[config.mk]
export PLATFORM = sky130hd
export DESIGN_NAME = neac_dev_flat
export DESIGN_NICKNAME = d
export VERILOG_FILES = /design/src/neac_pkg.sv /design/src/neac_if.sv /design/src/neac_dev.sv /design/src/flat_wrapper.sv
export VERILOG_INCLUDE_DIRS = /design/src
export SDC_FILE = /design/constraint.sdc
export NUM_CORES = 1
export LEC_CHECK = 0
export CAP_MARGIN = 20
export CORE_MARGIN = 4
export CORE_UTILIZATION = 50
export CTS_CLUSTER_SIZE = 24
export DETAILED_ROUTE_END_ITERATION = 12
export DONT_BUFFER_PORTS = 1
export GPL_ROUTABILITY_DRIVEN = 0
export PLACE_DENSITY = 0.68
export SLEW_MARGIN = 40
export SYNTH_ARGS = -nofsm -noshare
export SYNTH_HDL_FRONTEND = slang
export SYNTH_SLANG_ARGS = --single-unit
[constraint.sdc]
create_clock -name clock -period 2.85 [get_ports clock]
set_input_delay 0.1425 -clock clock [delete_from_list [all_inputs] [get_ports clock]]
set_output_delay 0.1425 -clock clock [all_outputs]
set_load 0.02 [all_outputs]
[src/neac_consts.svh]
// constants for the data nv memory access block
`ifndef NEAC_CONSTS_SVH
`define NEAC_CONSTS_SVH
// ==========================
// sfr addresses and values
`define NEAC_ADDR_W 8
`define NEAC_SFR_ADDR 8'h00
`define NEAC_SFR_DATA 8'h01
`define NEAC_SFR_BANK 8'h02
`define NEAC_SFR_PTR 8'h03
`define NEAC_SFR_PORT 8'h04
`define NEAC_SFR_IRQ 8'h05
`define NEAC_CTRL_PTR 8'h40
`define NEAC_CTRL_BANK 8'h01
// ==========================
// control bit positions
`define NEAC_RD_BIT 0
`define NEAC_READ_ENABLE_BIT_BIT 1
`define NEAC_WR_BIT 2
`define NEAC_WRITE_ENABLE_BIT_BIT 3
// irq register bit positions
`define NEAC_IRQ_EN_BIT 0
`define NEAC_IRQ_FLAG_BIT 1
`define NEAC_GIE_BIT 2
// ==========================
// sizes and timing
`define NEAC_DEPTH 64
`define NEAC_READ_CYCLES 16'h0002
// 16 us at 100 MHz, spelled out so no 8-bit product can wrap
`define NEAC_WRITE_CYCLES 16'h0640
`endif

[src/neac_pkg.sv]
// types for the data nv memory access block
package neac_pkg;
    typedef enum logic [1:0] {
        NEAC_IDLE = 2'b00,
        NEAC_READ = 2'b01,
        NEAC_WRITE = 2'b10
    } neac_state_t;
endpackage

[src/neac_if.sv]
// sfr bus between cpu side and nv memory access block
`timescale 1ns/1ps
`default_nettype none
interface neac_if;
    logic sfr_wr;
    logic [7:0] sfr_addr;
    logic [7:0] sfr_wdata;
    logic [7:0] sfr_rdata;
    logic irq_req;
    logic irq_ack;
    logic stack_full;
    logic cpu_halt;
    modport dev (input sfr_wr, sfr_addr, sfr_wdata, irq_ack, stack_full, cpu_halt,
                 output sfr_rdata, irq_req);
    modport cpu (output sfr_wr, sfr_addr, sfr_wdata, irq_ack, stack_full, cpu_halt,
                 input sfr_rdata, irq_req);
endinterface
`default_nettype wire

[src/neac_dev.sv]
// nv data memory access control, device end
`timescale 1ns/1ps
`default_nettype none
`include "neac_consts.svh"
// What this block does
// - power-on clears write enable bit
// - power-on clears bank selector
// - write end sets irq flag always
// - irq needs flag, enables, stack room
// - servicing irq clears flag
// - write start right after write enable
// - software masks global irq around start
// - no halt during an operation
// - reload address for every read
// - control reached via pointer 40h, bank 1
// - read: enable, start, poll bit 0
// - write: enable, start, poll bit 2
// - clear control and bank when done
// - read back written data optionally
// - write start ignored without write enable
// - read end clears start, holds data
// - 64 bytes, 6-bit address
// - never both starts or all four bits
module neac_dev
    import neac_pkg::*;
(
    // clock and reset
    input wire logic clock,
    input wire logic rst,
    // cpu side
    neac_if.dev bus,
    // status
    output logic busy,
    output logic op_failed
);
    // ==========================
    // sfr state
    logic [5:0] addr_reg;
    logic [7:0] nv_data_reg;
    logic [7:0] bank_selector;
    logic [7:0] indirect_pointer;
    logic write_enable_bit, write_start, read_enable_bit, read_start;
    logic nv_irq_enable, nv_irq_flag, global_irq_enable;
    logic [7:0] mem [0:`NEAC_DEPTH-1];
    neac_state_t state;
    logic [15:0] timer;
    logic ctrl_sel, ctrl_wr, write_done;

    function automatic logic hit(input logic [7:0] a, input logic [7:0] b);
        return bus.sfr_wr && (a == b);
    endfunction

    assign ctrl_sel = (indirect_pointer == `NEAC_CTRL_PTR) &&
                      (bank_selector == `NEAC_CTRL_BANK);
    assign ctrl_wr = hit(bus.sfr_addr, `NEAC_SFR_PORT) && ctrl_sel;
    assign busy = (state != NEAC_IDLE);
    assign write_done = (state == NEAC_WRITE) && (timer == 16'h0001);

    // ==========================
    // plain registers
    always_ff @(posedge clock) begin
        if (rst) begin
            addr_reg <= 6'h00;
            bank_selector <= 8'h00;
            indirect_pointer <= 8'h00;
        end else begin
            if (hit(bus.sfr_addr, `NEAC_SFR_ADDR) && !busy)
                addr_reg <= bus.sfr_wdata[5:0];
            if (hit(bus.sfr_addr, `NEAC_SFR_BANK))
                bank_selector <= bus.sfr_wdata;
            if (hit(bus.sfr_addr, `NEAC_SFR_PTR))
                indirect_pointer <= bus.sfr_wdata;
        end
    end

    // ==========================
    // control register and sequencer
    always_ff @(posedge clock) begin
        if (rst) begin
            write_enable_bit <= 1'b0;
            read_enable_bit <= 1'b0;
            write_start <= 1'b0;
            read_start <= 1'b0;
            state <= NEAC_IDLE;
            timer <= 16'h0000;
        end else begin
            if (ctrl_wr && !busy) begin
                write_enable_bit <= bus.sfr_wdata[`NEAC_WRITE_ENABLE_BIT_BIT];
                read_enable_bit <= bus.sfr_wdata[`NEAC_READ_ENABLE_BIT_BIT];
                // a start needs its enable already set beforehand
                if (bus.sfr_wdata[`NEAC_WR_BIT] && write_enable_bit) begin
                    write_start <= 1'b1;
                    state <= NEAC_WRITE;
                    timer <= 16'(`NEAC_WRITE_CYCLES);
                end else if (bus.sfr_wdata[`NEAC_RD_BIT] && read_enable_bit) begin
                    read_start <= 1'b1;
                    state <= NEAC_READ;
                    timer <= 16'(`NEAC_READ_CYCLES);
                end
            end else if (ctrl_wr) begin
                // enables may still be dropped while busy
                write_enable_bit <= bus.sfr_wdata[`NEAC_WRITE_ENABLE_BIT_BIT];
                read_enable_bit <= bus.sfr_wdata[`NEAC_READ_ENABLE_BIT_BIT];
            end
            case (state)
                NEAC_READ: begin
                    timer <= timer - 16'h0001;
                    if (timer == 16'h0001) begin
                        read_start <= 1'b0;
                        state <= NEAC_IDLE;
                    end
                end
                NEAC_WRITE: begin
                    timer <= timer - 16'h0001;
                    if (timer == 16'h0001) begin
                        write_start <= 1'b0;
                        state <= NEAC_IDLE;
                    end
                end
                default: begin
                end
            endcase
            if (bus.cpu_halt && busy) begin
                // halting mid-operation aborts it
                read_start <= 1'b0;
                write_start <= 1'b0;
                state <= NEAC_IDLE;
            end
        end
    end

    // ==========================
    // array and data register
    always_ff @(posedge clock) begin
        if (rst) begin
            nv_data_reg <= 8'h00;
            op_failed <= 1'b0;
        end else begin
            if (hit(bus.sfr_addr, `NEAC_SFR_DATA) && !busy)
                nv_data_reg <= bus.sfr_wdata;
            if (state == NEAC_READ && timer == 16'h0001 && !bus.cpu_halt)
                nv_data_reg <= mem[addr_reg];
            if (busy && bus.cpu_halt)
                op_failed <= 1'b1;
            else if (ctrl_wr && !busy)
                op_failed <= 1'b0;
        end
    end

    always_ff @(posedge clock) begin
        if (write_done && !bus.cpu_halt)
            mem[addr_reg] <= nv_data_reg;
    end

    // ==========================
    // interrupt
    always_ff @(posedge clock) begin
        if (rst) begin
            nv_irq_enable <= 1'b0;
            nv_irq_flag <= 1'b0;
            global_irq_enable <= 1'b0;
        end else begin
            if (hit(bus.sfr_addr, `NEAC_SFR_IRQ)) begin
                nv_irq_enable <= bus.sfr_wdata[`NEAC_IRQ_EN_BIT];
                global_irq_enable <= bus.sfr_wdata[`NEAC_GIE_BIT];
            end else if (bus.irq_ack) begin
                global_irq_enable <= 1'b0;
            end
            // set beats any clear in the same cycle
            if (write_done && !bus.cpu_halt)
                nv_irq_flag <= 1'b1;
            else if (bus.irq_ack)
                nv_irq_flag <= 1'b0;
            else if (hit(bus.sfr_addr, `NEAC_SFR_IRQ))
                nv_irq_flag <= bus.sfr_wdata[`NEAC_IRQ_FLAG_BIT];
        end
    end

    assign bus.irq_req = nv_irq_flag && nv_irq_enable && global_irq_enable &&
                         !bus.stack_full;

    // ==========================
    // read mux
    always_comb begin
        bus.sfr_rdata = 8'h00;
        if (bus.sfr_addr == `NEAC_SFR_ADDR)
            bus.sfr_rdata = {2'b00, addr_reg};
        else if (bus.sfr_addr == `NEAC_SFR_DATA)
            bus.sfr_rdata = nv_data_reg;
        else if (bus.sfr_addr == `NEAC_SFR_BANK)
            bus.sfr_rdata = bank_selector;
        else if (bus.sfr_addr == `NEAC_SFR_PTR)
            bus.sfr_rdata = indirect_pointer;
        else if (bus.sfr_addr == `NEAC_SFR_PORT && ctrl_sel)
            bus.sfr_rdata = {4'h0, write_enable_bit, write_start, read_enable_bit,
                             read_start};
        else if (bus.sfr_addr == `NEAC_SFR_IRQ)
            bus.sfr_rdata = {5'h00, global_irq_enable, nv_irq_flag, nv_irq_enable};
    end
endmodule
`default_nettype wire

[src/flat_wrapper.sv]
// flat-port wrapper written by rule: the top's interface ports become plain ports
module neac_dev_flat import neac_pkg::*;
  (clock, rst, busy, op_failed, bus_sfr_wr, bus_sfr_addr, bus_sfr_wdata, bus_irq_ack, bus_stack_full, bus_cpu_halt, bus_sfr_rdata, bus_irq_req);
  neac_if bus_i ();
  input wire logic clock;
  input wire logic rst;
  output logic busy;
  output logic op_failed;
  input wire logic [$bits(bus_i.sfr_wr)-1:0] bus_sfr_wr;
  input wire logic [$bits(bus_i.sfr_addr)-1:0] bus_sfr_addr;
  input wire logic [$bits(bus_i.sfr_wdata)-1:0] bus_sfr_wdata;
  input wire logic [$bits(bus_i.irq_ack)-1:0] bus_irq_ack;
  input wire logic [$bits(bus_i.stack_full)-1:0] bus_stack_full;
  input wire logic [$bits(bus_i.cpu_halt)-1:0] bus_cpu_halt;
  output wire logic [$bits(bus_i.sfr_rdata)-1:0] bus_sfr_rdata;
  output wire logic [$bits(bus_i.irq_req)-1:0] bus_irq_req;
  assign bus_i.sfr_wr = bus_sfr_wr;
  assign bus_i.sfr_addr = bus_sfr_addr;
  assign bus_i.sfr_wdata = bus_sfr_wdata;
  assign bus_i.irq_ack = bus_irq_ack;
  assign bus_i.stack_full = bus_stack_full;
  assign bus_i.cpu_halt = bus_cpu_halt;
  assign bus_sfr_rdata = bus_i.sfr_rdata;
  assign bus_irq_req = bus_i.irq_req;
  neac_dev u_core (.clock(clock), .rst(rst), .bus(bus_i), .busy(busy), .op_failed(op_failed));
endmodule
==> metrics, run 1 <==
Max Fclk 364 MHz; #FFs+latches synth ~570; total of max-cap violations 0; CP peak stage delay ~580 ps; CP Capture Type register; share of the synthesized area in the top cell type 0.669; peak supply drop between 0.5 and 0.6 mV; P_leak roughly 7.2 nW; post-DP HPWL between 30000 and 40000 um; IO Pins 33; All-Layer GR Usage 0.219; Initial Util 0.507; Setup WS post-layout slightly above 100 ps; crit-path max FO 5; Regs by FF count u_core.mem x512, u_core.timer x16; Worst Path Arrival ~3300 ps; CTS sink cnt between 500 and 600; WL/cell ~26 um; initial antenna violation count 0; number of setup violations in the final report 0; Pre-antenna DRT Iters 5; critical setup path kind reg -> reg; Largest register FFs 512; die width between 200 and 250 um; fraction of registers with async set/reset 0; syn nets ~1300; area added between synthesis and finish 15.8%; unrepaired setup endpoints after global routing false; hold depth 4; Die Span Y between 200 and 250 um; cell area after synthesis between 20000 and 25000 um2; CP most frequent cell dlygate4sd3_1; pre-CTS WS between 4 and 5 ps; latest clock arrival within the worst-skew pair ~620 ps; gr ovfl total 0; first-pass GRT wire length between 80000 and 90000 um; Synth Flop Type edfxtp_1; CTS tree built; startpoint type of the worst setup path register; commonest non-fill, non-tap cell in the layout edfxtp_1; syn avg cell area 18.1 um2; drt total wl approximately 54000 um; Yosys top cell by area edfxtp_1; Top reg by flops u_core.mem; max_slew headroom 0.425; Worst Path Required 3400 ps; hold crit path type in -> reg; Final Core Density 0.587; synth top area cells edfxtp_1 (67%), mux4_2 (13%), dfxtp_1 (5.4%), mux2i_1 (2.4%), nor2_1 (1.9%); min Tclk post-route around 2700 ps; most frequent cells in the layout edfxtp_1 (512), mux4_2 (133), buf_4 (126); Setup TNS Final 0 ps; P per Cell Area 618 nW/um2; setup bufs post-CTS 0; # nets final ~1400; Std-Cell Rows between 70 and 80; Slew @ Worst Pin roughly 860 ps; slowest CP cell dlygate4sd3_1; Max Root-Sink Buffers 3; Worst Hold Launch bus_sfr_wr; share of cells above drive strength 1 0.263; vias in the first global route ~13000; R2R Setup Slk approximately 100 ps; TritonCTS buffer count 55; Unique masters post-synth 64; hold path endpoint u_core.state[1]$_SDFF_PP0_; number of fill cells approximately 3300; DRC Markers 0; final worst-path cycle share 0.964; Yosys warnings 0; diode count 0; reg2reg start u_core.bank_selector[4]$_SDFFE_PP0P_; Reg area approximately 17000 um2; I/O Buffers 0; core region area 45400 um2; 1st-iter DRT viols around 1600; register area share after synthesis 0.723; Root Buffer clkbuf_16; CP cell instances nor4b_1 -> and2_1 -> and3_1 -> nand3_1 -> dlygate4sd3_1 -> a21oi_1 -> dlygate4sd3_1; Slew Limit Fails 0; largest net degree at the start of global routing 66; Critical R2R Capture u_core.read_enable_bit$_SDFFE_PP0P_; die area 49500 um2; clock transition at the registers of the reported paths ~70 ps; outcome completed; H-Tree Depth 2; Vias/cell a little over 6; routed vias between 10000 and 15000; synthesized instance count roughly 1300; Worst R2R Path Depth 7; Fin Clk Skew around 35 ps; Detail Route Antenna Nets 0; multi-input logic area around 6000 um2; final hold vios 0; EDFF count, synth about 510
## routing by layer
layer	track usage	share of wire	vias up
li1	-	-	5440
met1	0.311	0.41	6466
met2	0.344	0.47	591
met5	0	0	-
met4	0.0646	0.029	0
met3	0.0518	0.088	114
## critical path: cells and delay by family (launching register included)
kind                   cells  cell delay, ps
AOI/OAI and AO/OA          1             160
buffers and inverters      2            1150
DFF                        1             340
and+or+nand+nor            4            1040
## report_power, final
part,switching (mW),internal [mW]
clock,3.08,4.25
sequential,0.00197,9.02
combinational,0.0498,0.0359
total,3.14,13.3
## cells by family (layout without fill, tap and decap cells)
logic type | count (synthesis) | in the layout | share of synthesized area
DFF | 574 | 574 | 0.723
and+or+nand+nor | 268 | 268 | 0.0595
muxes | 191 | 191 | 0.156
AOI/OAI and AO/OA | 136 | 136 | 0.0421
buffers and inverters | 93 | 278 | 0.0165
adders and majority gates | 5 | 5 | 0.00272
xor gates and xnor gates | 2 | 2 | 0.000762
## synthesized netlist by cell type (3+ instances only)
cell type  instances
nand3b_1           4
a31oi_1            8
mux4_2           133
dfxtp_1           62
a21oi_1           21
nor2_1           114
a211oi_1           3
ha_1               5
o31ai_1            5
or2_2              4
nor4b_1            3
mux2i_1           56
nand2_1           43
inv_1             20
nor4_1             7
o21a_1             3
nor3_1             6
clkbuf_1          35
o22ai_1            4
o211ai_1          13
buf_1             15
o21ai_0           11
nand4_1            6
nor2b_1           12
nand3_1           29
nor3b_1            7
or3b_2             3
nand2b_1           3
edfxtp_1         512
and2_1             4
a22oi_1           47
buf_2             22
or3_1              4
## final cells by class
| cell class | count | share of cell area |
|---|---|---|
| multi-input cells | 602 | 0.226 |
| clock buffers | 73 | 0.0577 |
| inverters | 20 | 0.00282 |
| clock inverters | 28 | 0.0108 |
| flip-flops and latches | 574 | 0.625 |
| repair buffers | 157 | 0.0502 |
| well taps | 600 | 0.0282 |
## metrics by stage
stage                     total power, mW  cells  hold slack [ps]  area, um2
after detailed placement             9.25   1929              224      24500
after global routing                 17.0   2054             56.5      26600
after CTS                            16.6   2054             5.52      26600
final                                16.4   2054             49.4      26600
after floorplan                      9.26   1269              286      23000
after global placement               9.24   1929              224      24500
## how the worst max path moves through the flow
| stage | cells past startpoint | startpoint | end | slack, ps |
|---|---|---|---|---|
| finish | 7 | u_core.bank_selector[4]$_SDFFE_PP0P_ | u_core.read_enable_bit$_SDFFE_PP0P_ | 100 |
| global route | 7 | u_core.indirect_pointer[2]$_SDFFE_PP0P_ | u_core.write_enable_bit$_SDFFE_PP0P_ | 0.6 |
| CTS | 7 | u_core.timer[3]$_SDFFE_PP0P_ | u_core.mem[49][5]$_DFFE_PP_ | 140 |
| detailed placement | 7 | u_core.timer[3]$_SDFFE_PP0P_ | u_core.mem[10][1]$_DFFE_PP_ | 4 |
| global placement | 7 | u_core.timer[3]$_SDFFE_PP0P_ | u_core.mem[62][4]$_DFFE_PP_ | 6 |
| floorplan | 6 | u_core.timer[2]$_SDFFE_PP0P_ | u_core.mem[56][0]$_DFFE_PP_ | 40 |
## timing repair
action / 4_1_cts / 5_1_grt
hold endpoints to repair: 62 / 0
hold buffers: 24 / 0
resized for setup: 2 / 2
endpoints found under the setup margin: 8 / 3
Power figures use the tool's default switching activity.
==> inputs of run 2 (changes only) <==
--- a/config.mk
+++ b/config.mk
@@ -14,6 +14,8 @@
 export DONT_BUFFER_PORTS = 1
 export GPL_ROUTABILITY_DRIVEN = 0
 export PLACE_DENSITY = 0.68
+export RECOVER_POWER = 25
+export REMOVE_ABC_BUFFERS = 1
 export SLEW_MARGIN = 40
 export SYNTH_ARGS = -nofsm -noshare
 export SYNTH_HDL_FRONTEND = slang
==> metrics, run 2 (synthesis results as in run 1) <==
unrepaired setup endpoints after global routing false; Pre-antenna DRT Iters 5; met3 global-route usage 0.0415; Std-Cell Rows between 70 and 80; Detail Route Antenna Nets 0; post-DP HPWL 33800 um; Top reg by flops u_core.mem; DRC Markers 0; CP Capture Type register; WL/cell approximately 26 um; CTS sink cnt roughly 570; Initial Util 0.507; Worst Path Arrival 3310 ps; share of power burned in registers 0.547; P_leak approximately 7.2 nW; core region area ~45000 um2; crit-path max FO 5; Max Fclk approximately 360 MHz; H-Tree Depth 2; hold crit path type in -> reg; peak supply drop between 0.4 and 0.5 mV; # nets final ~1400; clock share of power 0.448; Non-Filler Instances just over 2000; max_slew headroom -0.0627; busiest grt layer met2; All-Layer GR Usage 0.216; Logic pwr share 0.005; commonest non-fill, non-tap cell in the layout edfxtp_1; Final Core Density 0.587; gr ovfl total 0; first-pass GRT wire length slightly above 80000 um; outcome complete, but fails checks; Fin Clk Skew about 27 ps; total of max-cap violations 2; GR Layer Usage met2 0.340; Vias/cell between 6 and 7; I/O Buffers 0; dpl cells about 1900; largest net degree at the start of global routing between 60 and 70; Regs by FF count u_core.mem x512, u_core.timer x16; initial antenna violation count 0; Max Root-Sink Buffers 3; min Tclk post-route approximately 2800 ps; 1st-iter DRT viols 1497; Worst Path Required ~3400 ps; number of setup violations in the final report 0; Internal between 10 and 15 mW; P per Cell Area around 620 nW/um2; vias in the first global route between 10000 and 15000; Die Span Y between 200 and 250 um; most frequent cells in the layout edfxtp_1 (512), mux4_2 (133), buf_4 (117); final hold vios 0; Largest register FFs 512; diode count 0; Setup WS post-layout a little under 90 ps; Psw roughly 3.1 mW; Root Buffer clkbuf_16; clock transition at the registers of the reported paths ~60 ps; routed vias ~13000; final worst-path cycle share 0.969; Slew @ Worst Pin 1590 ps; switch share 0.188; die area a little under 50000 um2; number of fill cells around 3400; TritonCTS buffer count 55; pre-CTS WS between 80 and 90 ps; violated checks capacitance limit, slew limit; drt total wl about 54000 um; die width about 220 um; share of cells above drive strength 1 0.258; CTS tree built; Slew Limit Fails ~130; GR met1 Demand/Resource 0.320; startpoint type of the worst setup path register; critical setup path kind reg -> reg; Setup TNS Final 0 ps; area added between synthesis and finish 15.9%; latest clock arrival within the worst-skew pair between 600 and 700 ps; IO Pins 33
run 2: power groups by stage:
stage               sequential, mW  clock (mW)  combinational [mW]
floorplan                     9.21           0              0.0296
global placement              9.20           0              0.0412
detailed placement            9.20           0              0.0417
CTS                           9.02        7.53              0.0859
global route                  9.02        7.90              0.0915
finish                        9.02        7.38              0.0868
run 2: worst max-delay path: stages, from the launching register on:
cell           delay (ps)
dfxtp_1               350
nor4b_1               450
and2_1                250
and3_1                260
nand3_1                90
dlygate4sd3_1         580
a21oi_1               160
dlygate4sd3_1         560
run 2: worst paths after layout:
kind	from	to	slack [ps]	depth (start not counted)
hold / removal	bus_sfr_wr	u_core.timer[1]$_SDFFE_PP0P_	30	4
setup / recovery	u_core.bank_selector[4]$_SDFFE_PP0P_	u_core.read_enable_bit$_SDFFE_PP0P_	90	7
setup reg to reg	u_core.bank_selector[4]$_SDFFE_PP0P_	u_core.read_enable_bit$_SDFFE_PP0P_	90	7
hold reg to reg	u_core.state[1]$_SDFF_PP0_	u_core.state[1]$_SDFF_PP0_	480	2
run 2: final cells by class:
cell class                 count  area, um2  share of cell area
sequential                   574      16600               0.624
multi-input combinational    602       6010               0.225
clock buffer                  70       1540              0.0576
timing repair buffer         154       1330              0.0500
tap                          600        751              0.0282
clock inverter                32        317              0.0119
inverter                      20       75.1             0.00282
run 2: per-layer routing:
metal | routed length (um) | part of all wire
met1 | 22500 | 0.42
met2 | 25800 | 0.48
met3 | 4050 | 0.075
met4 | 1250 | 0.023
met5 | 0 | 0
run 2: timing repair:
item | in CTS | in global routing
gates resized for setup | 0 | 4
endpoints found under the setup margin | 0 | 333
buffers inserted | 0 | 0
hold endpoints to repair | 62 | 0
hold buffers | 22 | 0
run 2: stage by stage:
step           instance area (um2)  power [mW]  hold WS [ps]
6_report                     26600        16.5          32.0
5_1_grt                      26600        17.0          59.0
4_1_cts                      26700        16.6          3.50
3_5_place_dp                 24600        9.25           220
3_3_place_gp                 24600        9.24           220
2_1_floorplan                22700        9.24           212
==> inputs of run 3 (changes only) <==
--- a/config.mk
+++ b/config.mk
@@ -13,7 +13,7 @@
 export DETAILED_ROUTE_END_ITERATION = 12
 export DONT_BUFFER_PORTS = 1
 export GPL_ROUTABILITY_DRIVEN = 0
-export PLACE_DENSITY = 0.68
+export PLACE_DENSITY = 0.76
 export RECOVER_POWER = 25
 export REMOVE_ABC_BUFFERS = 1
 export SLEW_MARGIN = 40
==> metrics, run 3 (synthesis results as in run 1) <==
outcome completed; worst hold margin just over 50 ps; CP delay by family, top simple AND/OR/NAND/NOR gates; 1st-iter DRT viols approximately 1700; hold depth 5; routed vias roughly 13000; hold crit path type in -> reg; drt total wl 53700 um; total power 16.1 mW; first-pass GRT wire length roughly 82000 um; Die Span Y between 200 and 250 um; slowest CP cell or4b_1; # nets final around 1400; clock transition at the registers of the reported paths 60 ps; Std-Cell Rows ~80; Root Buffer clkbuf_16; final hold vios 0; total of max-cap violations 0; die area between 40000 and 50000 um2; CP cell instances or4_4 -> or4b_1 -> nor2_4 -> nand3_1 -> buf_4 -> nor2_1 -> buf_4; core region area between 40000 and 50000 um2; Reg area 16600 um2; R2R Setup Slk 100 ps; Slew Limit Fails 0; latest clock arrival within the worst-skew pair 600 ps; crit path buf inv count 2; number of setup violations in the final report 0; Slew @ Worst Pin around 1500 ps; Regs by FF count u_core.mem x512, u_core.timer x16; TritonCTS buffer count 53; DRC Markers 0; Top reg by flops u_core.mem; critical setup path kind reg -> reg; H-Tree Depth 2; Largest register FFs approximately 510; gr ovfl total 0; WL/cell roughly 26 um; P_leak just over 7 nW; startpoint type of the worst setup path register; CP peak stage delay 630 ps; CP Capture Type register; area added between synthesis and finish 14.9%; Max Fclk ~360 MHz; P per Cell Area a little over 600 nW/um2; most frequent cells in the layout edfxtp_1 (512), mux4_2 (133), nor2_1 (114); crit-path max FO 8; Setup TNS Final 0 ps; Pre-antenna DRT Iters 5; Worst Path Required around 3200 ps; IO Pins 33; largest net degree at the start of global routing 66; max_slew headroom 0.0153; Setup WS post-layout 96.8 ps; Vias/cell between 6 and 7; multi-input logic area roughly 6000 um2; Fin Clk Skew around 22 ps; Detail Route Antenna Nets 0; die width 222 um; CP most frequent cell buf_4; initial antenna violation count 1; Worst R2R Path Depth 7; commonest non-fill, non-tap cell in the layout edfxtp_1; Crit path depth 7; Initial Util 0.507; I/O Buffers 0; post-DP HPWL approximately 33000 um; Worst Path Arrival ~3100 ps; vias in the first global route approximately 13000; CTS sink cnt approximately 570; Max Root-Sink Buffers 3; CTS tree built; number of fill cells 3204; pre-CTS WS ~18 ps; diode count 0; share of cells above drive strength 1 0.252; setup bufs post-CTS 0; min Tclk post-route roughly 2800 ps; final worst-path cycle share 0.966; All-Layer GR Usage 0.217; unrepaired setup endpoints after global routing false; peak supply drop roughly 0.46 mV
## run 3: stage by stage
step | area [um2] | std cells | utilization
5_1_grt | 26400 | 2031 | 0.582
2_1_floorplan | 22700 | 1196 | -
3_5_place_dp | 24500 | 1916 | 0.539
4_1_cts | 26400 | 2031 | 0.582
3_3_place_gp | 24500 | 1916 | 0.539
6_report | 26400 | 2031 | 0.582
## run 3: per-layer routing
metal	part of all wire	GRT usage	vias up
li1	-	-	5382
met1	0.40	0.316	6557
met2	0.48	0.343	741
met3	0.094	0.0371	109
met4	0.028	0.0656	2
met5	0.00013	0	-
## run 3: final timing paths
check / startpoint / to
min: bus_sfr_addr[1] / u_core.op_failed$_SDFFE_PP0P_
max: u_core.timer[3]$_SDFFE_PP0P_ / u_core.mem[21][4]$_DFFE_PP_
max reg2reg: u_core.timer[3]$_SDFFE_PP0P_ / u_core.mem[21][4]$_DFFE_PP_
min reg2reg: u_core.write_start$_SDFF_PP0_ / u_core.write_start$_SDFF_PP0_
## run 3: power by group
part	switching (mW)	internal [mW]	total, mW
Clock	3.00	3.98	6.98
Combinational	0.0533	0.0376	0.0908
Sequential	0.00220	9.02	9.02
## run 3: timing repair
item,in CTS,in global routing
endpoints found under the setup margin,0,258
endpoints found under the hold margin,62,0
resized for setup,0,4
hold buffers,23,0
## run 3: final cells by class
| class | count | area share |
|---|---|---|
| clock buffers | 61 | 0.0517 |
| clock inverters | 31 | 0.0127 |
| inverters | 20 | 0.00284 |
| multi-input cells | 602 | 0.228 |
| flip-flops and latches | 574 | 0.630 |
| well taps | 600 | 0.0284 |
| repair buffers | 143 | 0.0472 |
## run 3: worst reg2reg max path: stages, from the launching register on
cell,delay [ps]
dfxtp_1,340
or4_4,550
or4b_1,630
nor2_4,190
nand3_1,100
buf_4,210
nor2_1,250
buf_4,210
